**src/pmx_defs.svh**
```systemverilog
`ifndef PMX_DEFS_SVH
`define PMX_DEFS_SVH

// line counts per port
`define PMX_NUM_A        23
`define PMX_NUM_B        28
`define PMX_LINE_W       6

// fixed line positions, port B lines follow port A lines
`define PMX_TCK_LINE     0
`define PMX_TMS_LINE     1
`define PMX_TDI_LINE     2
`define PMX_TDO_LINE     3
`define PMX_RC_LINE      20
`define PMX_USB_DM_LINE  36
`define PMX_USB_DP_LINE  37

// per-line masks and reset values, bit n is line n
`define PMX_TWI_MASK     51'h0_0000_1822_00A0
`define PMX_RC_MASK      51'h0_0000_0010_0000
`define PMX_PULL_RST     51'h0_0000_0000_0001
`define PMX_GPIO_RST     (~(`PMX_TWI_MASK | `PMX_RC_MASK))
`define PMX_ADC_MASK     51'h0_0000_0001_C000

`endif

```
**src/pmx_pkg.sv**
```systemverilog
package pmx_pkg;

	// peripheral function selector of one line
	typedef enum logic [2:0] {
		PMX_FN_A = 3'h0,
		PMX_FN_B = 3'h1,
		PMX_FN_C = 3'h2,
		PMX_FN_D = 3'h3,
		PMX_FN_E = 3'h4,
		PMX_FN_F = 3'h5,
		PMX_FN_G = 3'h6,
		PMX_FN_H = 3'h7
	} pmx_func_t;

	// functions with a fixed meaning in the pad logic
	localparam pmx_func_t PMX_FN_TWI = PMX_FN_A;
	localparam pmx_func_t PMX_FN_RC  = PMX_FN_F;
	localparam pmx_func_t PMX_FN_USB = PMX_FN_A;

	// one line's configuration as written by software
	typedef struct packed {
		logic      gpio_en;
		logic      oe;
		logic      out;
		logic      pull;
		pmx_func_t func;
	} pmx_line_cfg_t;

endpackage : pmx_pkg

```
**src/pmx_pin_mux.sv**
```systemverilog
`timescale 1ns/1ps
`include "pmx_defs.svh"

// How it works
// - test port enabled only if test clock is low at external reset release.
// - while test port enabled, pull-ups on test clock, mode select, data in.
// - test clock pull-up always on during reset.
// - test data out driven as output, never pulled up.
// - test port disabled: its pins serve as GPIO or peripheral lines.
// - after reset two-wire pins select their two-wire function.
// - two-wire function: open-drain out, spike-filtered in; else plain line.
// - each line has its own programmable pull-up enable.
// - reset: lines inputs except port_a_line_twenty, pull-ups off except port_a_line_zero.
// - after reset port_a_line_twenty selects function F, the slow RC clock.
// - slow RC clock on port_a_line_twenty from power-up, also during reset.
// - clock output stops on non-F function, GPIO, or force bit written zero.
// - once stopped the clock output restarts only at power-on reset.
// - alternate crystal output does not stop the clock; software must.
// - analog input blocked while the line's driver drives high.
// - USB pads follow USB when selected, else plain lines.
module pmx_pin_mux #(
	parameter int NA = `PMX_NUM_A,
	parameter int NB = `PMX_NUM_B
) (
	// clock and power-on reset
	input  wire logic                  i_clk,
	input  wire logic                  i_srst,
	// external reset pin, low while held
	input  wire logic                  i_rst_pin_n,
	// pad inputs and peripheral drive
	input  wire logic [NA+NB-1:0]      i_pad_in,
	input  wire logic [NA+NB-1:0]      i_per_out,
	input  wire logic [NA+NB-1:0]      i_per_oe,
	input  wire logic                  i_tdo,
	input  wire logic                  i_slow_rc_oscillator,
	// line configuration write
	input  wire logic                  i_cfg_we,
	input  wire logic [`PMX_LINE_W-1:0] i_cfg_line,
	input  wire pmx_pkg::pmx_line_cfg_t i_cfg,
	// force bit of the peripheral power control register
	input  wire logic                  i_force_rc_output_bit_we,
	input  wire logic                  i_force_rc_output_bit,
	// analog input requests
	input  wire logic [NA+NB-1:0]      i_adc_req,
	// pad controls
	output logic      [NA+NB-1:0]      o_pad_out,
	output logic      [NA+NB-1:0]      o_pad_oe,
	output logic      [NA+NB-1:0]      o_pad_pull,
	output logic      [NA+NB-1:0]      o_line_in,
	output logic      [NA+NB-1:0]      o_adc_en,
	// test port and status
	output logic                       o_jtag_en,
	output logic                       o_tck,
	output logic                       o_tms,
	output logic                       o_tdi,
	output logic                       o_slow_rc_clock_output_on,
	output logic                       o_usb_sel
);

	localparam int N   = NA + NB;
	localparam int TCK = `PMX_TCK_LINE;
	localparam int TMS = `PMX_TMS_LINE;
	localparam int TDI = `PMX_TDI_LINE;
	localparam int TDO = `PMX_TDO_LINE;
	localparam int PORT_A_LINE_TWENTY = `PMX_RC_LINE;
	localparam int UDM = `PMX_USB_DM_LINE;
	localparam int UDP = `PMX_USB_DP_LINE;
	localparam logic [N-1:0] TWI_M  = N'(`PMX_TWI_MASK);
	localparam logic [N-1:0] ADC_M  = N'(`PMX_ADC_MASK);
	localparam logic [N-1:0] GPIO_R = N'(`PMX_GPIO_RST);
	localparam logic [N-1:0] PULL_R = N'(`PMX_PULL_RST);

	// whole state of the block
	typedef struct packed {
		logic [N-1:0]      gpio_en;
		logic [N-1:0]      oe;
		logic [N-1:0]      out;
		logic [N-1:0]      pull;
		logic [N-1:0][2:0] func;
		logic [N-1:0]      smp0;
		logic [N-1:0]      smp1;
		logic [N-1:0]      filt;
		logic [N-1:0]      pad_out;
		logic [N-1:0]      pad_oe;
		logic [N-1:0]      pad_pull;
		logic [N-1:0]      line_in;
		logic [N-1:0]      adc_en;
		logic              ext_rst_q;
		logic              jtag_en;
		logic              rc_on;
		logic              usb_sel;
		logic              tck;
		logic              tms;
		logic              tdi;
	} pmx_state_t;

	pmx_state_t st_reg;
	pmx_state_t st_next;

	// lines whose two-wire function is selected; shared by the pad logic and its check
	function automatic logic [N-1:0] twi_lines(input pmx_state_t s);
		logic [N-1:0] v;
		v = '0;
		for (int i = 0; i < N; i++) begin
			v[i] = TWI_M[i] && !s.gpio_en[i] &&
				(s.func[i] == pmx_pkg::PMX_FN_TWI);
		end
		return v;
	endfunction : twi_lines

	// two-wire selection of the stored configuration
	logic [N-1:0] twi_now;
	assign twi_now = twi_lines(st_reg);

	// next state; reset is folded in here so the rc clock can pass during it
	always_comb begin
		logic twi;
		logic jt;
		twi = 1'b0;
		jt  = 1'b0;
		st_next = st_reg;
		// software writes one line's whole configuration
		if (i_cfg_we && (32'(i_cfg_line) < N)) begin
			st_next.gpio_en[i_cfg_line] = i_cfg.gpio_en;
			st_next.oe[i_cfg_line]      = i_cfg.oe;
			st_next.out[i_cfg_line]     = i_cfg.out;
			st_next.pull[i_cfg_line]    = i_cfg.pull;
			st_next.func[i_cfg_line]    = i_cfg.func;
		end
		// test port decision is taken only at the release edge
		st_next.ext_rst_q = i_rst_pin_n;
		if (i_rst_pin_n && !st_reg.ext_rst_q) begin
			st_next.jtag_en = !i_pad_in[TCK];
		end
		// sticky stop; alt crystal enable is deliberately not a cause
		if (st_reg.gpio_en[PORT_A_LINE_TWENTY] ||
			(st_reg.func[PORT_A_LINE_TWENTY] != pmx_pkg::PMX_FN_RC) ||
			(i_force_rc_output_bit_we && !i_force_rc_output_bit)) begin
			st_next.rc_on = 1'b0;
		end
		// per-line pad control and input path
		for (int i = 0; i < N; i++) begin
			twi = twi_now[i];
			jt = st_reg.jtag_en && (i <= TDO);
			st_next.smp0[i] = i_pad_in[i];
			st_next.smp1[i] = st_reg.smp0[i];
			// a glitch must hold three samples to pass
			if (!twi) begin
				st_next.filt[i] = i_pad_in[i];
			end else if ((st_reg.smp0[i] == i_pad_in[i]) &&
				(st_reg.smp1[i] == st_reg.smp0[i])) begin
				st_next.filt[i] = i_pad_in[i];
			end
			st_next.line_in[i]  = st_next.filt[i];
			st_next.pad_pull[i] = st_reg.pull[i];
			if (jt) begin
				st_next.pad_oe[i]   = (i == TDO);
				st_next.pad_out[i]  = (i == TDO) && i_tdo;
				st_next.pad_pull[i] = (i != TDO);
			end else if (st_reg.gpio_en[i]) begin
				st_next.pad_oe[i]  = st_reg.oe[i];
				st_next.pad_out[i] = st_reg.out[i];
			end else if (twi) begin
				// open drain: only ever pulls low
				st_next.pad_oe[i]  = !i_per_out[i];
				st_next.pad_out[i] = 1'b0;
			end else if ((i == PORT_A_LINE_TWENTY) && st_reg.rc_on &&
				(st_reg.func[i] == pmx_pkg::PMX_FN_RC)) begin
				st_next.pad_oe[i]  = 1'b1;
				st_next.pad_out[i] = i_slow_rc_oscillator;
			end else begin
				st_next.pad_oe[i]  = i_per_oe[i];
				st_next.pad_out[i] = i_per_out[i];
			end
			// analog use only while the driver is not pulling high
			st_next.adc_en[i] = i_adc_req[i] && ADC_M[i] &&
				!(st_next.pad_oe[i] && st_next.pad_out[i]);
		end
		// test port inputs reach the core only while it is enabled
		st_next.tck = st_reg.jtag_en && i_pad_in[TCK];
		st_next.tms = st_reg.jtag_en && i_pad_in[TMS];
		st_next.tdi = st_reg.jtag_en && i_pad_in[TDI];
		// both pads must agree before the transceiver takes over
		st_next.usb_sel = !st_reg.gpio_en[UDM] && !st_reg.gpio_en[UDP] &&
			(st_reg.func[UDM] == pmx_pkg::PMX_FN_USB) &&
			(st_reg.func[UDP] == pmx_pkg::PMX_FN_USB);
		// external reset keeps the test clock pulled up
		if (!i_rst_pin_n) begin
			st_next.pad_pull[TCK] = 1'b1;
		end
		// power-on reset: the only clear of the sticky stop flag
		if (i_srst) begin
			st_next          = '0;
			st_next.rc_on    = 1'b1;
			st_next.gpio_en  = GPIO_R;
			st_next.pull     = PULL_R;
			st_next.pad_pull = PULL_R;
			st_next.func[PORT_A_LINE_TWENTY] = pmx_pkg::PMX_FN_RC;
			st_next.pad_oe[PORT_A_LINE_TWENTY]  = 1'b1;
			st_next.pad_out[PORT_A_LINE_TWENTY] = i_slow_rc_oscillator;
		end
	end

	// state register, reset handled in the next-state logic
	always_ff @(posedge i_clk) begin
		st_reg <= st_next;
	end

	// outputs straight from the state register
	assign o_pad_out  = st_reg.pad_out;
	assign o_pad_oe   = st_reg.pad_oe;
	assign o_pad_pull = st_reg.pad_pull;
	assign o_line_in  = st_reg.line_in;
	assign o_adc_en   = st_reg.adc_en;
	assign o_jtag_en  = st_reg.jtag_en;
	assign o_tck      = st_reg.tck;
	assign o_tms      = st_reg.tms;
	assign o_tdi      = st_reg.tdi;
	assign o_usb_sel  = st_reg.usb_sel;
	assign o_slow_rc_clock_output_on = st_reg.rc_on;
endmodule : pmx_pin_mux

```
**config.mk**
```make
export PLATFORM = sky130hd
export DESIGN_NAME = pmx_pin_mux
export DESIGN_NICKNAME = d
export VERILOG_FILES = /design/src/pmx_pkg.sv /design/src/pmx_pin_mux.sv
export VERILOG_INCLUDE_DIRS = /design/src /design/src/src
export SDC_FILE = /design/constraint.sdc
export NUM_CORES = 1
export LEC_CHECK = 0
export ABC_AREA = 1
export CELL_PAD_IN_SITES_DETAIL_PLACEMENT = 2
export CELL_PAD_IN_SITES_GLOBAL_PLACEMENT = 2
export CORE_ASPECT_RATIO = 1.25
export CORE_MARGIN = 2
export CORE_UTILIZATION = 31
export DETAILED_ROUTE_END_ITERATION = 8
export DONT_BUFFER_PORTS = 1
export PLACE_DENSITY_LB_ADDON = 0.1
export SYNTH_ARGS = -nofsm -noshare
export SYNTH_HDL_FRONTEND = slang
export SYNTH_SLANG_ARGS = --single-unit
```
**constraint.sdc**
```tcl
create_clock -name i_clk -period 1.25 [get_ports i_clk]
set_input_delay 0.125 -clock i_clk [delete_from_list [all_inputs] [get_ports i_clk]]
set_output_delay 0.125 -clock i_clk [all_outputs]
set_load 0.02 [all_outputs]
```
# Yosys cells after proc, flatten, opt, wreduce, memory -nomap -nowiden

Index checks and enable logic that the tools add are counted.

$lt $le $gt $ge: 3
Equal/unequal tests: 14
Multiplexer cells: 153
Bitwise operators: 1
Reductions and logical operators: 61

Operators with widths:

| operator             | number |
|---|---|
| $mux W232            | 1 |
| $bwmux W51           | 4 |
| $bwmux W153          | 1 |
| $mux W1              | 144 |
| $logic_and A1 B1 Y1  | 29 |
| $logic_not A3 Y1     | 8 |
| $logic_not A1 Y1     | 20 |
| $demux W3 S6         | 1 |
| $eq A1 B1 Y1         | 12 |
| $lt A6 B7 Y1 const B | 1 |
| $demux W1 S6         | 1 |
| $ge A6 B1 Y1 const B | 1 |
| $lt A6 B6 Y1 const B | 1 |
| $eq A3 B3 Y1 const B | 1 |
| $mux W3              | 1 |
| $ne A3 B3 Y1 const B | 1 |
| $reduce_or A3 Y1     | 1 |
| $logic_or A1 B1 Y1   | 2 |
| $reduce_or A2 Y1     | 1 |
| $not A1 Y1           | 1 |

Register bits: 677
Output and inout bits: 261
Word-level logic and storage cells: 307

# Logic depth before layout (Yosys ltp)

Depth in word-level cells: 5
Mapped depth: 9

# Least setup slack after synthesis

OpenSTA, ideal clock, no wires.

Path type: input-to-reg
From: input port i_cfg_we
To: register st_reg[757] (netlist name)
Data arrival time: 1.065 ns
Required time: 1.120 ns
Path slack: 0.055 ns
Cell stages on the path: 6
Buffers on the path: 3
Cell sequence: buf_2 -> clkbuf_1 -> buf_1 -> nand3_1 -> nand2_1 -> nand3_1

Longest elaborated chain between the ends: 1

Ends and longest elaborated chain:

| item                   | RTL line           | RTL |
|---|---|---|
| start: declaration     | pmx_pin_mux.sv:37  | `input wire logic i_cfg_we,` |
| $logic_and A1 B1 Y1    | pmx_pin_mux.sv:123 | `if (i_cfg_we && (32'(i_cfg_line) < N)) begin` |
| end signal: assignment | pmx_pin_mux.sv:206 | `st_reg <= st_next;` |
| end: declaration       | pmx_pin_mux.sv:97  | `pmx_state_t st_reg;` |

No other way between the ends.
A chain may end at the register's enable or synchronous reset.

# Final worst setup path

From: input port i_cfg_line[3]
To: register st_reg[569] (netlist name)

Longest elaborated chain between the ends: 5

Ends and longest elaborated chain:

| item                                                               | RTL line           | RTL |
|---|---|---|
| start: declaration                                                 | pmx_pin_mux.sv:38  | `` input wire logic [`PMX_LINE_W-1:0] i_cfg_line, `` |
| $lt A6 B7 Y1 (not written as such) or $ge A6 B1 Y1 (tied branches) | pmx_pin_mux.sv:127 | `st_next.pull[i_cfg_line] = i_cfg.pull;` |
| $logic_and A1 B1 Y1 (not written as such)                          | pmx_pin_mux.sv:127 |  |
| $mux W1 (not written as such)                                      | pmx_pin_mux.sv:127 |  |
| $demux W1 S6                                                       | pmx_pin_mux.sv:127 |  |
| $bwmux W51                                                         | pmx_pin_mux.sv:127 |  |

Several ways; a longest one is shown, not always the timed one.

==> impl_metrics.yaml <==
hold_path:
  hold_class: "primary input to flop"
logic_synthesis:
  syn_inst: 2619
  yosysWarnings: 0
  synth_area_um2: 19200
  synth_cell_types: 25
  ys_seq_area_frac: 0.477
  syn_area_per_cell_um2: 7.32
  synth_seq_cells: 457
power:
  total_power_mw: 33.1
  vdd_drop_max_uv: 813
  combPwrFrac: 0.079
  power.share.switching: 0.244
  power_density_nw_per_um2: 1300
  p_sw_mw: 8.09
  p_int_mw: 25.0
  power_frac_seq: 0.455
  p_clk_frac: 0.466
  power.leakage_nw: 10.6
final_layout:
  drive_above_1_share: 0.104
  synthToLayoutAreaGrowth_pct: 33.3
  finalNonFillerCells: 3759
  nets: 3119
  stdcell_area_um2: 25600
  largest_reg_flops: 295
setup_path:
  timing_worst_setup_path_type: "primary input to flop"
  crit_fanout: 14
  worstPathArrival_ns: 1.70
  endpoint_kind: "flop"
  cp-start-kind: "primary input"
  critPathRequiredTime_ns: 1.73
sta:
  post-route-min-period_ns: 1.22
  worstMarginPinSlew_ns: 0.618
  hold_slack_ns: -0.213
  slew_violations: 0
  grt_setup_unrepaired: "true"
  post-route-period-util: 0.978
  layout_setup_ws_ns: 0.0275
  final.setup_skew_ns: 0.0138
  slew_headroom: 0.586
  setup_viol: 0
  final.setup.tns_ns: 0
  fmax_mhz: 818
  hold_viol: 59
grt:
  grtUsageMet3: 0.0406
  grt_antenna_before_repair: 3
  grt_pass1_wl_um: 113000
  use_met2: 0.439
  use_met1: 0.259
  grt_max_degree: 227
  top_usage_layer: "met2"
  grt_pass1_vias: 19774
  grt_usage: 0.229
  grt_remaining_overflow: 0
placement:
  io_buffers: 0
  post-dp-hpwl_um: 43900
  gp_congestion: 0.740
  dp_slack_ns: -0.250
  dpl.cell_count: 3246
  dpl_cell_area_um2: 19300
route:
  drt-total-wl_um: 75700
  drtIter0Drc: 547
  vias_per_cell: 4.72
  antenna_left: 0
  wl_per_cell_um: 20.1
  drc: 0
  firstDrtPassIters: 6
  vias: 17736
clock_tree:
  h-tree-depth: 2
  worstSkewPairLatency_ns: 0.59
  cts_tree: "yes"
  cts_buffer_depth: 3
  path_clk_slew_ns: 0.06
  cts_root_buf: "clkbuf_16"
  cts_buffers: 50
  numClockSinks: 457
floorplanning:
  io_pins: 486
  core_area_um2: 61000
  die_w_um: 226
  fp.dieArea_um2: 63900
  fp-row-count: 101
  die_height_um: 282
  initial_core_util: 0.314
status:
  outcome: "complete, but fails checks"
  violations: "negative hold slack"
job:
  max_cap_viol_count: 0
==> cells in the mapped netlist <==
| master | instances | area, µm² |
|---|---|---|
| mux2_2 | 1 | 11.3 |
| o31a_1 | 1 | 8.76 |
| o21ai_0 | 103 | 515 |
| clkbuf_1 | 76 | 285 |
| o21bai_1 | 7 | 52.6 |
| conb_1 | 1 | 3.75 |
| buf_2 | 21 | 105 |
| o22ai_1 | 6 | 37.5 |
| nand3_2 | 4 | 40.0 |
| nor2_2 | 22 | 138 |
| nand2_2 | 2 | 12.5 |
| buf_1 | 25 | 93.8 |
| inv_2 | 2 | 7.51 |
| nor3_1 | 5 | 25.0 |
| clkinv_1 | 1 | 3.75 |
| buf_4 | 257 | 1930 |
| a21oi_1 | 22 | 110 |
| o311a_1 | 1 | 10.0 |
| inv_1 | 228 | 856 |
| nor2_1 | 737 | 2770 |
| nand2_1 | 347 | 1300 |
| nand4_1 | 181 | 1130 |
| dfxtp_1 | 457 | 9150 |
| mux2i_1 | 5 | 50.1 |
| nand3_1 | 107 | 536 |
==> per-layer routing <==
layer,routed length [µm],up-vias
li1,-,8481
met1,30700,8831
met2,40100,338
met3,3300,86
met4,1670,0
met5,0,-
==> placed cells by master (no fill, tap or decap), types with 2 or more instances in the layout <==
| cell type | Yosys | final |
|---|---|---|
| clkbuf_16 | 0 | 60 |
| nor2_1 | 737 | 721 |
| nor2_2 | 22 | 34 |
| inv_1 | 228 | 223 |
| clkinv_2 | 0 | 5 |
| clkinvlp_4 | 0 | 4 |
| dfxtp_2 | 0 | 8 |
| buf_16 | 0 | 7 |
| o21ai_0 | 103 | 102 |
| dlygate4sd3_1 | 0 | 395 |
| conb_1 | 1 | 48 |
| o22ai_1 | 6 | 6 |
| bufinv_16 | 0 | 3 |
| nand2_1 | 347 | 341 |
| nand4_1 | 181 | 181 |
| clkbuf_8 | 0 | 14 |
| a21oi_1 | 22 | 22 |
| buf_4 | 257 | 117 |
| diode_2 | 0 | 3 |
| buf_12 | 0 | 22 |
| nor3_1 | 5 | 5 |
| nor2_4 | 0 | 4 |
| mux2i_1 | 5 | 5 |
| o21bai_1 | 7 | 7 |
| nand3_2 | 4 | 5 |
| dfxtp_1 | 457 | 448 |
| nand2_8 | 0 | 2 |
| nand3_1 | 107 | 105 |
| nand2_2 | 2 | 6 |
| inv_2 | 2 | 4 |
| buf_6 | 0 | 3 |
| dlymetal6s4s_1 | 0 | 3 |
| clkbuf_1 | 76 | 12 |
==> power groups by stage <==
stage / Clock [mW] / Combinational, mW / Sequential (mW)
6_report: 15.4 / 2.62 / 15.1
2_1_floorplan: 0 / 1.65 / 15.2
3_3_place_gp: 0 / 1.66 / 15.4
4_1_cts: 15.9 / 2.43 / 15.1
5_1_grt: 16.5 / 2.85 / 15.1
3_5_place_dp: 0 / 1.72 / 15.4
==> worst paths after layout <==
| kind | start | endpoint | slack (ns) | cells after the start |
|---|---|---|---|---|
| max | i_cfg_line[3] | st_reg[569]$_SDFFE_PP0P_ | 0.03 | 10 |
| min reg2reg | st_reg[581]$_SDFFE_PP0P_ | o_pad_pull[13]$_SDFF_PP0_ | 0.43 | 2 |
| min | i_cfg_we | st_reg[709]$_SDFFE_PP0P_ | -0.21 | 3 |
| max reg2reg | st_reg[568]$_SDFFE_PP1P_ | st_reg[568]$_SDFFE_PP1P_ | 0.07 | 3 |
==> cell type report <==
class,count,area (µm²)
clock inverters,11,139
flip-flops and latches,457,9160
inverters,231,882
diodes,3,7.51
fillers,6945,35500
well taps,824,1030
clock buffers,79,1560
multi-input cells,1599,7050
repair buffers,555,5730
==> stage by stage <==
stage / util / hold WS, ns
after floorplan: - / 0.232
after global placement: 0.316 / 0.209
after detailed placement: 0.316 / 0.208
after CTS: 0.409 / -0.231
after global routing: 0.419 / -0.200
final: 0.419 / -0.213
==> worst max-delay path, stage by stage <==
cell and delay (ns):
nor2_2 0.09, nand2_2 0.10, nand2_8 0.13, clkbuf_16 0.21, buf_12 0.15, buf_4 0.11, nand4_1 0.08, dlygate4sd3_1 0.58
nand2_1 0.07, nor2_1 0.04
==> kinds of logic after synthesis <==
group,share of synthesized area
AND/OR/NAND/NOR,0.310
AO/OA/AOI/OAI,0.0383
buffers and inverters,0.171
multiplexers,0.00320
other,0.000196
flip-flops,0.477
==> what timing repair did <==
item | 4_1_cts | 5_1_grt
hold endpoints to repair | 457 | 77
setup buffers | 1 | 9
cloned | 0 | 7
pin swaps | 0 | 5
gates resized for setup | 10 | 44
setup endpoints to repair | 7 | 101
hold buffers | 388 | 15
(Power assumes the default switching activity.)
